[src/owl_pkg.sv]
// Constants shared by the one-wire sensor link
package owl_pkg;
	// ----------------------------------------------------------------
	// Clock and timing
	// ----------------------------------------------------------------
	localparam int CLK_HZ = 250_000_000;
	localparam int CLK_NS = 4;
	localparam int SMP_HZ = 512_000;
	localparam int SMP_DIV = CLK_HZ / SMP_HZ;
	localparam int RX_MIN_HZ = 6_000;
	localparam logic [7:0] RX_TMO = 8'(2 * SMP_HZ / RX_MIN_HZ);
	localparam int WIN_NS = 3_000_000;
	localparam int WIN_CYC = WIN_NS / CLK_NS;
	localparam int BIT_FAST_NS = 31_250;
	localparam int BIT_SLOW_NS = 125_000;
	localparam int BIT_FAST_CYC = BIT_FAST_NS / CLK_NS;
	localparam int BIT_SLOW_CYC = BIT_SLOW_NS / CLK_NS;
	localparam int IDLE0_NS = 1_000_000;
	localparam int IDLE1_NS = 4_850_000;
	localparam int IDLE2_NS = 22_500_000;
	localparam int IDLE3_NS = 118_000_000;
	localparam int IDLE0_CYC = IDLE0_NS / CLK_NS;
	localparam int IDLE1_CYC = IDLE1_NS / CLK_NS;
	localparam int IDLE2_CYC = IDLE2_NS / CLK_NS;
	localparam int IDLE3_CYC = IDLE3_NS / CLK_NS;
	// ----------------------------------------------------------------
	// Frame and packet layout
	// ----------------------------------------------------------------
	localparam logic [4:0] RX_LAST_RISE = 5'd18;
	localparam logic [3:0] TX_LAST_BIT = 4'd9;
	localparam logic [7:0] ACK_BYTE = 8'ha5;
	localparam logic [4:0] EE_LAST = 5'd19;
	localparam logic [1:0] PKT_LAST_BR = 2'd1;
	localparam logic [1:0] PKT_LAST_TMP = 2'd2;
	localparam logic [7:0] SPEC_P0 = 8'd128;
	localparam logic [7:0] SPEC_P1 = 8'd64;
	localparam logic [7:0] SPEC_P2 = 8'd16;
	localparam logic [7:0] SPEC_P3 = 8'd8;
	// ----------------------------------------------------------------
	// State encodings
	// ----------------------------------------------------------------
	typedef enum logic [1:0] {
		MODE_WINDOW = 2'b00,
		MODE_CMD = 2'b01,
		MODE_RUN = 2'b10
	} owl_mode_t;
	typedef enum logic [2:0] {
		TX_IDLE = 3'b000,
		TX_LOW = 3'b001,
		TX_HIGH = 3'b010,
		TX_STOP = 3'b011,
		TX_GAP = 3'b100
	} owl_tx_t;
endpackage

[src/owl_link.sv]
// One-wire sensor link: receiver, mode control, packet transmitter
`timescale 1ns/1ps
`default_nettype none
module owl_link #(
	parameter int WIN_CYC = owl_pkg::WIN_CYC,
	parameter int BIT_FAST_CYC = owl_pkg::BIT_FAST_CYC,
	parameter int BIT_SLOW_CYC = owl_pkg::BIT_SLOW_CYC,
	parameter int IDLE0_CYC = owl_pkg::IDLE0_CYC,
	parameter int IDLE1_CYC = owl_pkg::IDLE1_CYC,
	parameter int IDLE2_CYC = owl_pkg::IDLE2_CYC,
	parameter int IDLE3_CYC = owl_pkg::IDLE3_CYC,
	parameter logic [7:0] ENTER_CM_CODE = 8'h01, // Arbitrary value
	parameter logic [7:0] ENTER_RUN_CODE = 8'h02, // Arbitrary value
	parameter int BUF_DEPTH = 2,
	parameter int SMP_DIV = owl_pkg::SMP_DIV // Clocks per sample tick
) (
	input wire logic sys_clk, // System clock
	input wire logic rst_b, // Async reset
	input wire logic line_in, // Wire level from pad
	output logic line_out, // Level driven onto wire
	output logic line_oe_b, // Low while driving wire
	output logic pullup_en, // Internal pull-up on
	output logic power_down, // Power down in idle gap at slow update rates in run mode
	input wire logic [1:0] update_rate, // Update rate setting
	input wire logic digital_out, // Digital output selected
	input wire logic temp_out, // Add temperature byte
	input wire logic meas_valid, // New bridge result
	input wire logic [13:0] bridge_val, // Bridge value
	input wire logic [7:0] temp_val, // Temperature value
	input wire logic diag_fault, // Diagnostic fault seen
	output logic temp_meas_req, // Do special measurement
	output logic cmd_valid, // Command to execute
	output logic [7:0] cmd_code, // Command byte
	output logic [7:0] cmd_arg, // Data byte
	input wire logic cmd_done, // Command executed ok
	input wire logic ee_valid, // Stored byte offered
	input wire logic [7:0] ee_data, // Stored byte
	output logic ee_ready, // Stored byte taken
	output logic [1:0] mode // Current mode
);
	localparam int AW = (BUF_DEPTH > 1) ? $clog2(BUF_DEPTH) : 1;
	localparam int CW = 25;

	if (BUF_DEPTH < 2 || WIN_CYC < 8 || BIT_FAST_CYC < 8 ||
		BIT_SLOW_CYC < 8 || IDLE3_CYC >= 2 ** CW || SMP_DIV < 2 ||
		SMP_DIV > 512) begin : g_chk
		$error("owl_link: parameter out of range");
	end

	// Bit period for the programmed update rate
	function automatic logic [CW-1:0] bit_cyc(input logic [1:0] r);
		bit_cyc = r[1] ? CW'(BIT_SLOW_CYC) : CW'(BIT_FAST_CYC);
	endfunction

	// ----------------------------------------------------------------
	// Wire sampling
	// ----------------------------------------------------------------
	logic sync1_q, sync2_q, lvl_q;
	logic [8:0] smp_cnt_q;
	logic smp_tick, fall, rise;
	assign smp_tick = (smp_cnt_q == 9'(SMP_DIV - 1));
	assign fall = smp_tick & lvl_q & ~sync2_q;
	assign rise = smp_tick & ~lvl_q & sync2_q;

	// Two flops ahead of any decoding
	always_ff @(posedge sys_clk or negedge rst_b) begin
		if (!rst_b) begin
			sync1_q <= 1'b1;
			sync2_q <= 1'b1;
		end else begin
			sync1_q <= line_in;
			sync2_q <= sync1_q;
		end
	end

	// Sample tick divider
	always_ff @(posedge sys_clk or negedge rst_b) begin
		if (!rst_b)
			smp_cnt_q <= '0;
		else
			smp_cnt_q <= smp_tick ? 9'd0 : smp_cnt_q + 9'd1;
	end

	// ----------------------------------------------------------------
	// Frame receiver
	// ----------------------------------------------------------------
	owl_pkg::owl_mode_t mode_q;
	owl_pkg::owl_tx_t tx_st_q;
	logic rx_act_q, frm_done_q, rx_en, par_ok, frm_ok;
	logic [7:0] rx_tm_q, rx_ref_q;
	logic [4:0] rx_n_q;
	logic [17:0] rx_sh_q;
	// Our own transmission must not be decoded as a frame
	assign rx_en = line_oe_b && mode_q != owl_pkg::MODE_RUN;
	assign par_ok = !(^rx_sh_q[17:9]) && !(^rx_sh_q[8:0]);
	assign frm_ok = frm_done_q & par_ok;

	// Each bit's low time is judged against the start bit's low time
	always_ff @(posedge sys_clk or negedge rst_b) begin
		if (!rst_b) begin
			lvl_q <= 1'b1;
			rx_act_q <= 1'b0;
			frm_done_q <= 1'b0;
			rx_tm_q <= '0;
			rx_ref_q <= '0;
			rx_n_q <= '0;
			rx_sh_q <= '0;
		end else begin
			frm_done_q <= 1'b0;
			if (smp_tick)
				lvl_q <= sync2_q;
			if (!rx_en) begin
				rx_act_q <= 1'b0;
			end else if (!rx_act_q) begin
				if (fall) begin
					rx_act_q <= 1'b1;
					rx_tm_q <= '0;
					rx_n_q <= '0;
				end
			end else if (smp_tick) begin
				if (rx_tm_q == owl_pkg::RX_TMO) begin
					rx_act_q <= 1'b0;
				end else begin
					rx_tm_q <= fall ? 8'd0 : rx_tm_q + 8'd1;
					if (rise) begin
						if (rx_n_q == 5'd0)
							rx_ref_q <= rx_tm_q;
						else
							rx_sh_q <= {rx_sh_q[16:0], rx_tm_q < rx_ref_q};
						rx_n_q <= rx_n_q + 5'd1;
						if (rx_n_q == owl_pkg::RX_LAST_RISE) begin
							rx_act_q <= 1'b0;
							frm_done_q <= 1'b1;
						end
					end
				end
			end
		end
	end

	// ----------------------------------------------------------------
	// Mode control and command hand-off
	// ----------------------------------------------------------------
	logic [CW-1:0] win_q;
	logic cmd_valid_q, ack_q, ack_set, ack_push, in_ready;
	logic [7:0] code_q, arg_q;
	logic is_cm, is_run;
	assign is_cm = rx_sh_q[17:10] == ENTER_CM_CODE;
	assign is_run = rx_sh_q[17:10] == ENTER_RUN_CODE;

	// Entry into command mode exists only inside the window
	always_ff @(posedge sys_clk or negedge rst_b) begin
		if (!rst_b) begin
			mode_q <= owl_pkg::MODE_WINDOW;
			win_q <= '0;
			cmd_valid_q <= 1'b0;
			code_q <= '0;
			arg_q <= '0;
		end else begin
			cmd_valid_q <= 1'b0;
			case (mode_q)
				owl_pkg::MODE_WINDOW: begin
					if (frm_ok && is_cm)
						mode_q <= owl_pkg::MODE_CMD;
					else if (win_q == CW'(WIN_CYC - 1))
						mode_q <= owl_pkg::MODE_RUN;
					win_q <= win_q + 1'b1;
				end
				owl_pkg::MODE_CMD: begin
					if (frm_ok && is_run) begin
						mode_q <= owl_pkg::MODE_RUN;
					end else if (frm_ok) begin
						cmd_valid_q <= 1'b1;
						code_q <= rx_sh_q[17:10];
						arg_q <= rx_sh_q[8:1];
					end
				end
				owl_pkg::MODE_RUN: ;
				default: mode_q <= owl_pkg::MODE_RUN;
			endcase
		end
	end

	// Ack pending; a new set wins over the clear of the last one
	assign ack_set = frm_ok && ((mode_q == owl_pkg::MODE_WINDOW && is_cm) ||
		(mode_q == owl_pkg::MODE_CMD && is_run) ||
		(mode_q == owl_pkg::MODE_CMD && cmd_done));
	assign ack_push = ack_q & in_ready;
	always_ff @(posedge sys_clk or negedge rst_b) begin
		if (!rst_b)
			ack_q <= 1'b0;
		else
			ack_q <= ack_set | (ack_q & ~ack_push)
				| (mode_q == owl_pkg::MODE_CMD && cmd_done);
	end

	// ----------------------------------------------------------------
	// Packet builder
	// ----------------------------------------------------------------
	logic pkt_act_q, pkt_pop, push_valid, tmr;
	logic [1:0] pkt_idx_q, pkt_last_q;
	logic [13:0] pb_q;
	logic [7:0] pt_q, spec_q, spec_p;
	logic pf_q;
	logic [4:0] ee_cnt_q;
	logic [9:0] push_word;
	assign tmr = mode_q != owl_pkg::MODE_CMD;
	assign pkt_pop = pkt_act_q & ~ack_q & tmr & in_ready;

	// Ack first, then stored bytes, then measurement packets
	always_comb begin
		push_valid = 1'b0;
		push_word = '0;
		ee_ready = 1'b0;
		if (ack_q) begin
			push_valid = 1'b1;
			push_word = {2'b01, owl_pkg::ACK_BYTE};
		end else if (!tmr) begin
			ee_ready = in_ready;
			push_valid = ee_valid;
			push_word = {1'b0, ee_cnt_q == owl_pkg::EE_LAST, ee_data};
		end else if (pkt_act_q) begin
			push_valid = 1'b1;
			push_word[9:8] = {pf_q, pkt_idx_q == pkt_last_q};
			case (pkt_idx_q)
				2'd0: push_word[7:0] = {2'b00, pb_q[13:8]};
				2'd1: push_word[7:0] = pb_q[7:0];
				default: push_word[7:0] = pt_q;
			endcase
		end
	end

	// Count stored bytes so every 20th closes a packet
	always_ff @(posedge sys_clk or negedge rst_b) begin
		if (!rst_b)
			ee_cnt_q <= '0;
		else if (ee_valid && ee_ready)
			ee_cnt_q <= (ee_cnt_q == owl_pkg::EE_LAST) ? 5'd0 : ee_cnt_q + 5'd1;
	end

	// A result arriving while a packet drains is dropped; newest wins next
	always_ff @(posedge sys_clk or negedge rst_b) begin
		if (!rst_b) begin
			pkt_act_q <= 1'b0;
			pkt_idx_q <= '0;
			pkt_last_q <= '0;
			pb_q <= '0;
			pt_q <= '0;
			pf_q <= 1'b0;
		end else if (!pkt_act_q) begin
			if (meas_valid && digital_out && mode_q == owl_pkg::MODE_RUN) begin
				pkt_act_q <= 1'b1;
				pkt_idx_q <= '0;
				pkt_last_q <= temp_out ? owl_pkg::PKT_LAST_TMP
					: owl_pkg::PKT_LAST_BR;
				pb_q <= bridge_val;
				pt_q <= temp_val;
				pf_q <= diag_fault;
			end
		end else if (pkt_pop) begin
			pkt_act_q <= pkt_idx_q != pkt_last_q;
			pkt_idx_q <= pkt_idx_q + 2'd1;
		end
	end

	// Special measurement every N bridge results
	always_comb begin
		case (update_rate)
			2'b00: spec_p = owl_pkg::SPEC_P0;
			2'b01: spec_p = owl_pkg::SPEC_P1;
			2'b10: spec_p = owl_pkg::SPEC_P2;
			default: spec_p = owl_pkg::SPEC_P3;
		endcase
	end
	always_ff @(posedge sys_clk or negedge rst_b) begin
		if (!rst_b) begin
			spec_q <= '0;
			temp_meas_req <= 1'b0;
		end else begin
			temp_meas_req <= 1'b0;
			if (meas_valid && mode_q == owl_pkg::MODE_RUN) begin
				temp_meas_req <= spec_q >= spec_p - 8'd1;
				spec_q <= (spec_q >= spec_p - 8'd1) ? 8'd0 : spec_q + 8'd1;
			end
		end
	end

	// ----------------------------------------------------------------
	// Two-entry buffer between builder and transmitter
	// ----------------------------------------------------------------
	logic [9:0] mem_q [BUF_DEPTH];
	logic [AW-1:0] wp_q, rp_q;
	logic [AW:0] cnt_q;
	logic out_valid, pop, push;
	assign in_ready = cnt_q != (AW + 1)'(BUF_DEPTH);
	assign out_valid = cnt_q != '0;
	assign push = push_valid & in_ready;

	// A stalled transmitter fills it and holds the builder back
	always_ff @(posedge sys_clk or negedge rst_b) begin
		if (!rst_b) begin
			wp_q <= '0;
			rp_q <= '0;
			cnt_q <= '0;
		end else begin
			if (push)
				wp_q <= (wp_q == AW'(BUF_DEPTH - 1)) ? '0 : wp_q + 1'b1;
			if (pop)
				rp_q <= (rp_q == AW'(BUF_DEPTH - 1)) ? '0 : rp_q + 1'b1;
			cnt_q <= cnt_q + (AW + 1)'(push) - (AW + 1)'(pop);
		end
	end
	always_ff @(posedge sys_clk) begin
		if (push)
			mem_q[wp_q] <= push_word;
	end

	// ----------------------------------------------------------------
	// Byte transmitter
	// ----------------------------------------------------------------
	logic [CW-1:0] tx_cnt_q, t_bit, t_low, t_gap;
	logic [3:0] tx_bit_q;
	logic [8:0] tx_sh_q;
	logic tx_last_q;
	logic [9:0] head;
	assign head = mem_q[rp_q];
	assign t_bit = bit_cyc(update_rate);
	assign pop = out_valid && (tx_st_q == owl_pkg::TX_IDLE ||
		(tx_st_q == owl_pkg::TX_STOP && tx_cnt_q >= (t_bit >> 1) - 1'b1));

	// Low share: half for start, quarter for one, three quarters for zero
	always_comb begin
		if (tx_bit_q == 4'd0)
			t_low = t_bit >> 1;
		else if (tx_sh_q[8])
			t_low = t_bit >> 2;
		else
			t_low = t_bit - (t_bit >> 2);
		if (mode_q != owl_pkg::MODE_RUN)
			t_gap = t_bit;
		else case (update_rate)
			2'b00: t_gap = CW'(IDLE0_CYC);
			2'b01: t_gap = CW'(IDLE1_CYC);
			2'b10: t_gap = CW'(IDLE2_CYC);
			default: t_gap = CW'(IDLE3_CYC);
		endcase
	end

	// Ten bits a byte; half-bit stop inside a packet, idle gap after it
	always_ff @(posedge sys_clk or negedge rst_b) begin
		if (!rst_b) begin
			tx_st_q <= owl_pkg::TX_IDLE;
			tx_cnt_q <= '0;
			tx_bit_q <= '0;
			tx_sh_q <= '0;
			tx_last_q <= 1'b0;
		end else begin
			tx_cnt_q <= tx_cnt_q + 1'b1;
			if (pop) begin
				tx_st_q <= owl_pkg::TX_LOW;
				tx_cnt_q <= '0;
				tx_bit_q <= '0;
				tx_sh_q <= {head[7:0], ^head[7:0] ^ head[9]};
				tx_last_q <= head[8];
			end else case (tx_st_q)
				owl_pkg::TX_IDLE: tx_cnt_q <= '0;
				owl_pkg::TX_LOW: begin
					if (tx_cnt_q >= t_low - 1'b1)
						tx_st_q <= owl_pkg::TX_HIGH;
				end
				owl_pkg::TX_HIGH: begin
					if (tx_cnt_q >= t_bit - 1'b1) begin
						tx_cnt_q <= '0;
						if (tx_bit_q == owl_pkg::TX_LAST_BIT) begin
							tx_st_q <= tx_last_q ? owl_pkg::TX_GAP
								: owl_pkg::TX_STOP;
						end else begin
							tx_st_q <= owl_pkg::TX_LOW;
							tx_bit_q <= tx_bit_q + 4'd1;
							if (tx_bit_q != 4'd0)
								tx_sh_q <= {tx_sh_q[7:0], 1'b0};
						end
					end
				end
				owl_pkg::TX_STOP: begin
					if (tx_cnt_q >= (t_bit >> 1) - 1'b1)
						tx_cnt_q <= tx_cnt_q; // Hold high until data
				end
				owl_pkg::TX_GAP: begin
					if (tx_cnt_q >= t_gap - 1'b1)
						tx_st_q <= owl_pkg::TX_IDLE;
				end
				default: tx_st_q <= owl_pkg::TX_IDLE;
			endcase
		end
	end

	// Pin and status outputs
	assign line_out = tx_st_q != owl_pkg::TX_LOW;
	assign line_oe_b = !(tx_st_q == owl_pkg::TX_LOW ||
		tx_st_q == owl_pkg::TX_HIGH || tx_st_q == owl_pkg::TX_STOP);
	assign pullup_en = mode_q != owl_pkg::MODE_RUN || digital_out;
	assign power_down = tx_st_q == owl_pkg::TX_GAP && update_rate[1]
		&& mode_q == owl_pkg::MODE_RUN;
	assign cmd_valid = cmd_valid_q;
	assign cmd_code = code_q;
	assign cmd_arg = arg_q;
	assign mode = mode_q;
endmodule // owl_link
`default_nettype wire

[config.mk]
export PLATFORM = sky130hd
export DESIGN_NAME = owl_link
export DESIGN_NICKNAME = d
export VERILOG_FILES = /design/src/owl_pkg.sv /design/src/owl_link.sv
export SDC_FILE = /design/constraint.sdc
export NUM_CORES = 1
export LEC_CHECK = 0
export BUFFER_PORTS_ARGS = -buffer_cell sky130_fd_sc_hd__buf_2
export CELL_PAD_IN_SITES_DETAIL_PLACEMENT = 1
export CELL_PAD_IN_SITES_GLOBAL_PLACEMENT = 1
export CORE_ASPECT_RATIO = 1.5
export CORE_UTILIZATION = 45
export CTS_CLUSTER_DIAMETER = 50
export DETAILED_ROUTE_END_ITERATION = 8
export PLACE_DENSITY_LB_ADDON = 0.1
export SETUP_SLACK_MARGIN = 0.05
export SYNTH_ARGS = -nofsm -noshare
export SYNTH_HDL_FRONTEND = slang
export SYNTH_SLANG_ARGS = --single-unit
[constraint.sdc]
create_clock -name sys_clk -period 4.32 [get_ports sys_clk]
set_input_delay 0.216 -clock sys_clk [delete_from_list [all_inputs] [get_ports sys_clk]]
set_output_delay 0.216 -clock sys_clk [all_outputs]
set_load 0.005 [all_outputs]
==> metrics.md, run 1 <==
| Metric | Value |
|---|---|
| Status | `complete, no violations` |
| Adder-Cell Fraction of Synth Area | `0.1071` |
| CP max stage cell | `nor2b_1` |
| Pleak | `6.384 nW` |
| Iter 0 DRT Violations | `252` |
| Main synth FF type | `dfrtp_1` |
| TritonCTS Buffers | `23` |
| Synth cell types | `just over 70` |
| Height of the die | `199.4 µm` |
| Max-cap viol count | `0` |
| # IOs | `66` |
| Hold WS | `19.26 ps` |
| Ys async rst share | `0.9029` |
| Worst slew pin tran | `1022 ps` |
| Clock Path Buffers | `3` |
| Fin crit period | `3987 ps` |
| Crit path DAT | `4450 ps` |
| TritonCTS clock tree | `built` |
| Initial antenna violation count | `2` |
| WHS Path Cells | `3` |
| Synth Cell Area | `11690 µm²` |
| Number of H-tree levels | `1` |
| HP Start | `meas_valid` |
| Syn Inst Count | `1120` |
| Pins Over Slew Limit | `0` |
| Die Area | `approximately 27000 µm²` |
| HP Class | `primary input to flop` |
| Hold-fix buffers at CTS | `26` |
| Register-to-Register Path Depth | `15` |
| Final hold vios | `0` |
| Crit Reg-Reg Endpoint | `tx_st_q[2]$_DFFE_PN0P_` |
| Finished Core Util | `0.5308` |
| Syn_area_per_cell | `10.43 µm²` |
| Critical path startpoint | `mode[1]$_DFFE_PN0P_` |
| Std cell rows | `71` |
| CP peak stage delay | `between 500 and 600 ps` |
| Share of cells above drive strength 1 | `0.1509` |
| Area added between synthesis and finish | `15.00%` |
| Layout Skew | `27.43 ps` |
| Wire per inst | `18.79 µm` |
| Starting density of the core | `0.4616` |
| Worst-path clk slew | `around 60 ps` |
| FMAX | `0.2508 GHz` |
| Synth Area in Compound Gates | `0.09465` |
| Total grt overflow | `0` |
| Area leader, netlist | `dfrtp_1` |
| CP Cell Sequence | `nor2b_1 -> a21oi_1 -> inv_1 -> and3_1 -> nor4b_1 -> a211oi_1 -> ha_1 -> a21o_1 -> a21o_1 -> a221o_1 -> a221o_1 -> a21oi_1 -> o21ai_0 -> a21oi_1 -> o22a_1` |
| P per Cell Area | `304.4 nW/µm²` |
| Post-synthesis sequential area ratio | `0.4500` |
| Root buf cell | `clkbuf_16` |
| WS Path Type | `flop to flop` |
| Final Wtd Congestion | `0.8660` |
| Placed insts | `1506` |
| Final HPWL DP | `~21000 µm` |
| Setup violations, final | `0` |
| Worst-Skew Late Latency | `530 ps` |
| Warnings from Yosys | `0` |
| List of most frequent post-synthesis cells | `183 x dfrtp_1, 108 x nor2_1, 100 x ha_1` |
| Main combinational cell family by area after synthesis | `simple AND/OR/NAND/NOR gates` |
| Antenna-violating nets left | `0` |
| Flops & latches, synth | `206` |
| Pre-antenna DRT Iters | `4` |
| Core Area | `25320 µm²` |
| Worst Path Max Fanout | `10` |
| Relative slew margins | `0.3187` |
| Number of setup buffers added after CTS | `0` |
| RSZ-0062 raised after global routing | `no` |
| Vias in the first global route | `9439` |
| Vias | `8715` |
| Post-synth EDFFs | `20` |
| Worst vdd ir | `357.9 µV` |
| Total Routing Usage GR | `0.2333` |
| Cell Count, Final, Fillers Out | `1576` |
| Design area | `roughly 13000 µm²` |
| Min-Delay Endpoint | `spec_q[1]$_DFFE_PN0P_` |
| Part of the cycle the worst path needs | `0.9228` |
| Final WL | `29620 µm` |
| DP Area | `12420 µm²` |
| FILL cells | `roughly 2800` |
| Worst EP required | `about 4800 ps` |
| R2R Path Start | `mode[1]$_DFFE_PN0P_` |
| Drt drc | `0` |
| Most common cell in the synthesized netlist | `dfrtp_1` |
| IO buf count | `65` |
| Tot Pwr | `approximately 4 mW` |
| Startpoint Class | `flop` |
| Flop-to-flop setup slack | `330 ps` |
| Largest net degree at the start of global routing | `121` |
| Most common cell on crit path | `a21oi_1` |
| Post-synthesis mux area share | `0.08383` |
| First-pass GRT wire length | `49130 µm` |
| Post-Synth XOR/XNOR Area | `0.07195` |
| Reg area | `between 5000 and 6000 µm²` |
| NumNets Final | `between 1000 and 1500` |
| Area of the multi-input gates | `roughly 6200 µm²` |
| Simple-gate share of the synthesized area | `0.1683` |
| Setup crit end kind | `flop` |
| Chip width | `133.6 µm` |
| Top post-synthesis cells by area | `dfrtp_1 39%, ha_1 11%, edfxtp_1 5.1%` |
| DP Worst Slack | `351.8 ps` |
| CTS sink cnt | `between 200 and 250` |
| Fin Setup TNS | `0 ps` |
| PnR worst setup slack | `333.5 ps` |
| Post-synth top area share | `0.3919` |
| PostCTS Resize Cnt | `0` |
| Vias per inst | `5.530` |
[logic make-up after synthesis]
group                      Yosys count
AOI/OAI and AO/OA                  179
xor gates and xnor gates            96
adders and majority gates          100
buffers and inverters               66
DFF                                206
muxes                               83
other                                1
and+or+nand+nor                    389
[flip-flops by register name, indices dropped and copies added, names as in the netlist, 2 cells and up]
signal / cells
tx_cnt_q: 25
win_q: 25
mem_q: 20
rx_sh_q: 18
pb_q: 14
smp_cnt_q: 9
tx_sh_q: 9
cmd_arg: 8
cmd_code: 8
pt_q: 8
rx_ref_q: 8
rx_tm_q: 8
spec_q: 8
ee_cnt_q: 5
rx_n_q: 5
tx_bit_q: 4
tx_st_q: 3
cnt_q: 2
mode: 2
pkt_idx_q: 2
pkt_last_q: 2
[critical path: cells and delay by family, from the launching register on]
kind / cells / cell delay [ps]
DFF: 1 / 470
and+or+nand+nor: 3 / 1120
adders and majority gates: 1 / 330
buffers and inverters: 1 / 110
AOI/OAI and AO/OA: 10 / 1930
[metal layers]
layer  vias up  wire [µm]  track usage
li1       4188          -            -
met1      4341      11780       0.2643
met2       115      15720       0.4340
met3        71        823      0.02993
met4         0       1296       0.1048
met5         -          0            0
[layout make-up]
class	instances	share of cell area
multi-input cells	859	0.4609
flip-flops and latches	206	0.3913
repair buffers	99	0.04962
clock buffers	31	0.04581
well taps	328	0.03054
inverters	40	0.01117
clock inverters	11	0.01024
diodes	2	0.0003724
[where the power goes]
part / switching, mW / leakage, nW / internal [mW]
Clock: 0.807 / 0.373 / 1.18
Sequential: 0.000793 / 2.70 / 1.95
Combinational: 0.0886 / 3.31 / 0.0576
[worst max-delay path by stage]
stage,end,slack [ps],cells past startpoint
3_3_place_gp,tx_st_q[2]$_DFFE_PN0P_,540,15
5_1_grt,tx_st_q[2]$_DFFE_PN0P_,90,15
3_5_place_dp,tx_st_q[2]$_DFFE_PN0P_,350,15
6_report,tx_st_q[2]$_DFFE_PN0P_,330,15
2_1_floorplan,tx_st_q[2]$_DFFE_PN0P_,910,16
4_1_cts,tx_st_q[2]$_DFFE_PN0P_,350,15
[cells in the final DEF (no fill, tap or decap), types with 6 or more instances in the layout]
master         count
a21o_1            14
a21oi_1           49
and3_1            17
and4_1             7
buf_2             64
buf_4              7
clkbuf_1           7
clkbuf_16         23
clkinv_2           6
conb_1            12
dfrtp_1          183
dlygate4sd3_1     26
edfxtp_1          20
ha_1             100
inv_1             39
mux2_1             7
mux2_2            44
mux2_4            17
mux2i_1           15
nand2_1           89
nand2b_1          11
nand3_1           44
nand4_1           26
nor2_1           108
nor2b_1           16
nor3_1            20
nor4_1             8
nor4b_1            6
o21ai_0           55
o31ai_1           14
or3_1              6
xnor2_1           55
xor2_1            41
No activity file was read; power rests on OpenSTA's default activity.
==> inputs of run 2 (changes only) <==
--- a/config.mk
+++ b/config.mk
@@ -9,7 +9,7 @@
 export CELL_PAD_IN_SITES_DETAIL_PLACEMENT = 1
 export CELL_PAD_IN_SITES_GLOBAL_PLACEMENT = 1
 export CORE_ASPECT_RATIO = 1.5
-export CORE_UTILIZATION = 45
+export CORE_UTILIZATION = 49
 export CTS_CLUSTER_DIAMETER = 50
 export DETAILED_ROUTE_END_ITERATION = 8
 export PLACE_DENSITY_LB_ADDON = 0.1
==> constraint.sdc (replaced) <==
create_clock -name sys_clk -period 3.8 [get_ports sys_clk]
set_input_delay 0.19 -clock sys_clk [delete_from_list [all_inputs] [get_ports sys_clk]]
set_output_delay 0.19 -clock sys_clk [all_outputs]
set_load 0.005 [all_outputs]
==> run 2 against run 1 <==
  * Largest cell class unchanged
  * Cell count is essentially flat
  * Non-clock buffer count grew 11
  * First-iteration DRC count grew 19%
  * Via count grew 1.8%
  * Power grew 16%
  * Core utilization grew 5.6 points
  * Count of clock-buffer cells in the layout shrank 1
==> metrics.md, run 2 (synthesized netlist as in run 1, its figures left out) <==
| Metric | Value |
|---|---|
| Chip width | `128.1 µm (-4.1%)` |
| Worst EP required | `4240 ps (-540 ps)` |
| CP max stage cell | `dfrtp_1` |
| RSZ-0062 raised after global routing | `no` |
| HP Class | `primary input to flop` |
| Worst-Skew Late Latency | `520 ps (about the same)` |
| Top delay family on crit path | `compound AO/OA/AOI/OAI gates` |
| Fin crit period | `3594 ps (-392.3 ps)` |
| Register-to-Register Path Depth | `16 (+1)` |
| Height of the die | `191.1 µm (-4.1%)` |
| Setup crit end kind | `flop` |
| Starting density of the core | `0.5031 (+0.04155)` |
| First-pass GRT wire length | `49850 µm (+1.5%)` |
| Gr busiest metal | `met2` |
| TritonCTS Buffers | `23 (unchanged)` |
| WS Path Type | `flop to flop` |
| Total grt overflow | `0 (unchanged)` |
| Commonest cells after routing, fill and taps aside | `183 x dfrtp_1, 108 x nor2_1, 99 x ha_1` |
| Initial antenna violation count | `5 (+3)` |
| Worst-path clk slew | `70 ps (about the same)` |
| Worst vdd ir | `398.0 µV (+11%)` |
| Number of H-tree levels | `1 (unchanged)` |
| PnR worst setup slack | `205.7 ps (-127.7 ps)` |
| Vias in the first global route | `9656 (+2.3%)` |
| Layout Skew | `17.09 ps (-10.34 ps)` |
| Setup violations, final | `0 (unchanged)` |
| Most common cell after layout, fill and taps aside | `dfrtp_1` |
| Crit path DAT | `4040 ps (-410 ps)` |
| WHS Path Cells | `3 (unchanged)` |
| Core Area | `23230 µm² (-8.3%)` |
| Area added between synthesis and finish | `16.54%` |
| Iter 0 DRT Violations | `301 (+19%)` |
| Status | `complete, no violations` |
| Final WL | `30480 µm (+2.9%)` |
| CTS sink cnt | `206 (unchanged)` |
| Total Routing Usage GR | `0.2608 (+0.02746)` |
| Vias | `8874 (+1.8%)` |
| Std cell rows | `68 (-4.2%)` |
| Largest net degree at the start of global routing | `90 (-26%)` |
| Final HPWL DP | `21450 µm (+0.54%)` |
| Max-cap viol count | `0 (unchanged)` |
| FILL cells | `2578 (-8.6%)` |
| Antenna-violating nets left | `0 (unchanged)` |
| Top flop regs | `tx_cnt_q: 25 flops, win_q: 25 flops, mem_q: 20 flops` |
| NumNets Final | `1381 (+0.80%)` |
| Most common cell on crit path | `a21oi_1` |
| Relative slew margins | `0.3831 (+0.06449)` |
| DP Worst Slack | `104.1 ps (-247.7 ps)` |
| IO buf count | `65 (unchanged)` |
| Vias per inst | `5.634 (+1.9%)` |
| Share of cells above drive strength 1 | `0.1664 (+0.01552)` |
| Clock Path Buffers | `3 (unchanged)` |
| Met2 Use GR | `0.4956 (+0.06158)` |
| Final Wtd Congestion | `0.8887 (+2.6%)` |
| Pleak | `6.463 nW (+1.2%)` |
| Pre-antenna DRT Iters | `5 (+1)` |
| P per Cell Area | `348.1 nW/µm² (+14%)` |
| CP Buf/Inv Count | `1 (unchanged)` |
| Worst slew pin tran | `925.3 ps (-96.74 ps)` |
| Startpoint Class | `flop` |
| Root buf cell | `clkbuf_16` |
| CP peak stage delay | `390 ps (-150 ps)` |
| Grt met3 use | `0.03079 (+0.0008524)` |
| CP Cell Sequence | `nor2b_4 -> buf_12 -> nor2_1 -> a21oi_1 -> ha_1 -> o21ai_0 -> nor2b_1 -> nor2_1 -> ha_1 -> and4_1 -> a221o_1 -> a221o_1 -> a21oi_1 -> o21ai_0 -> a21oi_1 -> o22a_1` |
| FMAX | `0.2782 GHz (+11%)` |
| Pins Over Slew Limit | `0 (unchanged)` |
| Part of the cycle the worst path needs | `0.9459 (+0.02305)` |
| Drt drc | `0 (unchanged)` |
| Wire per inst | `19.35 µm (+3.0%)` |
| # IOs | `66 (unchanged)` |
| Instance count on the critical path | `16 (+1)` |
| Worst Path Max Fanout | `18 (+8)` |
| Met1 usage | `0.2841 (+0.01981)` |
| Final hold vios | `0 (unchanged)` |
| Die Area | `24480 µm² (-8.1%)` |
| Fin Setup TNS | `0 ps (unchanged)` |
| TritonCTS clock tree | `built` |
==> run 2: cell types whose count changed in the layout (fill, tap and decap cells not counted), moves of 2 or more <==
cell,change
buf_4,+8
clkinv_2,-5
clkbuf_1,-4
clkbuf_8,+3
clkinv_4,+2
diode_2,+2
dlygate4sd3_1,+2
inv_8,+2
==> run 2: worst register-to-register path, delay by kind of cell, from the launching register on <==
kind | cells | cell delay (ps)
buffers and inverters | 1 | 160
AND/OR/NAND/NOR | 5 | 840
adder cells (fa/ha/maj) | 2 | 500
AO/OA/AOI/OAI | 8 | 1630
flip-flops | 1 | 390
==> run 2: area by class of cell <==
cell class,instances,area (µm²),area share
sequential,206,5259,0.3861
clock inverter,11,160.2,0.01176
multi-input combinational,859,6237,0.4580
antenna,4,10.01,0.0007350
inverter,40,150.1,0.01102
tap,315,394.1,0.02894
timing repair buffer,110,767.0,0.05632
clock buffer,30,641.9,0.04713
==> run 2: metrics by stage <==
stage | utilization | area (µm²) | power (mW) | instances | hold slack (ps)
global placement | 0.5372 | 12480 | 2.409 | 1501 | 287.0
global route | 0.5864 | 13620 | 4.896 | 1575 | 45.49
finish | 0.5864 | 13620 | 4.741 | 1575 | 37.74
floorplan | - | 11730 | 2.317 | 1131 | -105.6
detailed placement | 0.5372 | 12480 | 2.411 | 1501 | 284.3
CTS | 0.5838 | 13560 | 4.801 | 1570 | 14.37
==> run 2: routing by layer <==
layer | part of all wire | vias to the layer above
met2 | 0.54 | 121
met4 | 0.046 | 0
li1 | - | 4221
met5 | 0 | -
met3 | 0.025 | 72
met1 | 0.39 | 4460
==> run 2: repair_timing <==
| item | CTS | global route |
|---|---|---|
| pin swaps | 0 | 2 |
| gates cloned | 0 | 0 |
| hold buffers | 28 | 0 |
| endpoints found under the hold margin | 114 | 0 |
| gates resized for setup | 1 | 10 |
| setup buffers | 0 | 1 |
| setup endpoints to repair | 1 | 3 |
==> run 2: where the power goes <==
group	total (mW)	internal, mW	switching (mW)	leakage, nW
combinational	0.173	0.0695	0.103	3.37
sequential	2.22	2.22	0.000837	2.70
clock	2.35	1.41	0.935	0.391
==> run 2: final timing paths <==
check                                    endpoint  slack (ps)                start
setup reg to reg           tx_st_q[2]$_DFFE_PN0P_         210  mode[1]$_DFFE_PN0P_
hold reg to reg                 sync2_q$_DFF_PN1_         360    sync1_q$_DFF_PN1_
min in group asynchronous    win_q[6]$_DFFE_PN0P_         280                rst_b
setup / recovery           tx_st_q[2]$_DFFE_PN0P_         210  mode[1]$_DFFE_PN0P_
max in group asynchronous  tx_sh_q[7]$_DFFE_PN0P_        2620                rst_b
hold / removal              mem_q[1][2]$_DFFE_PP_          40           ee_data[2]
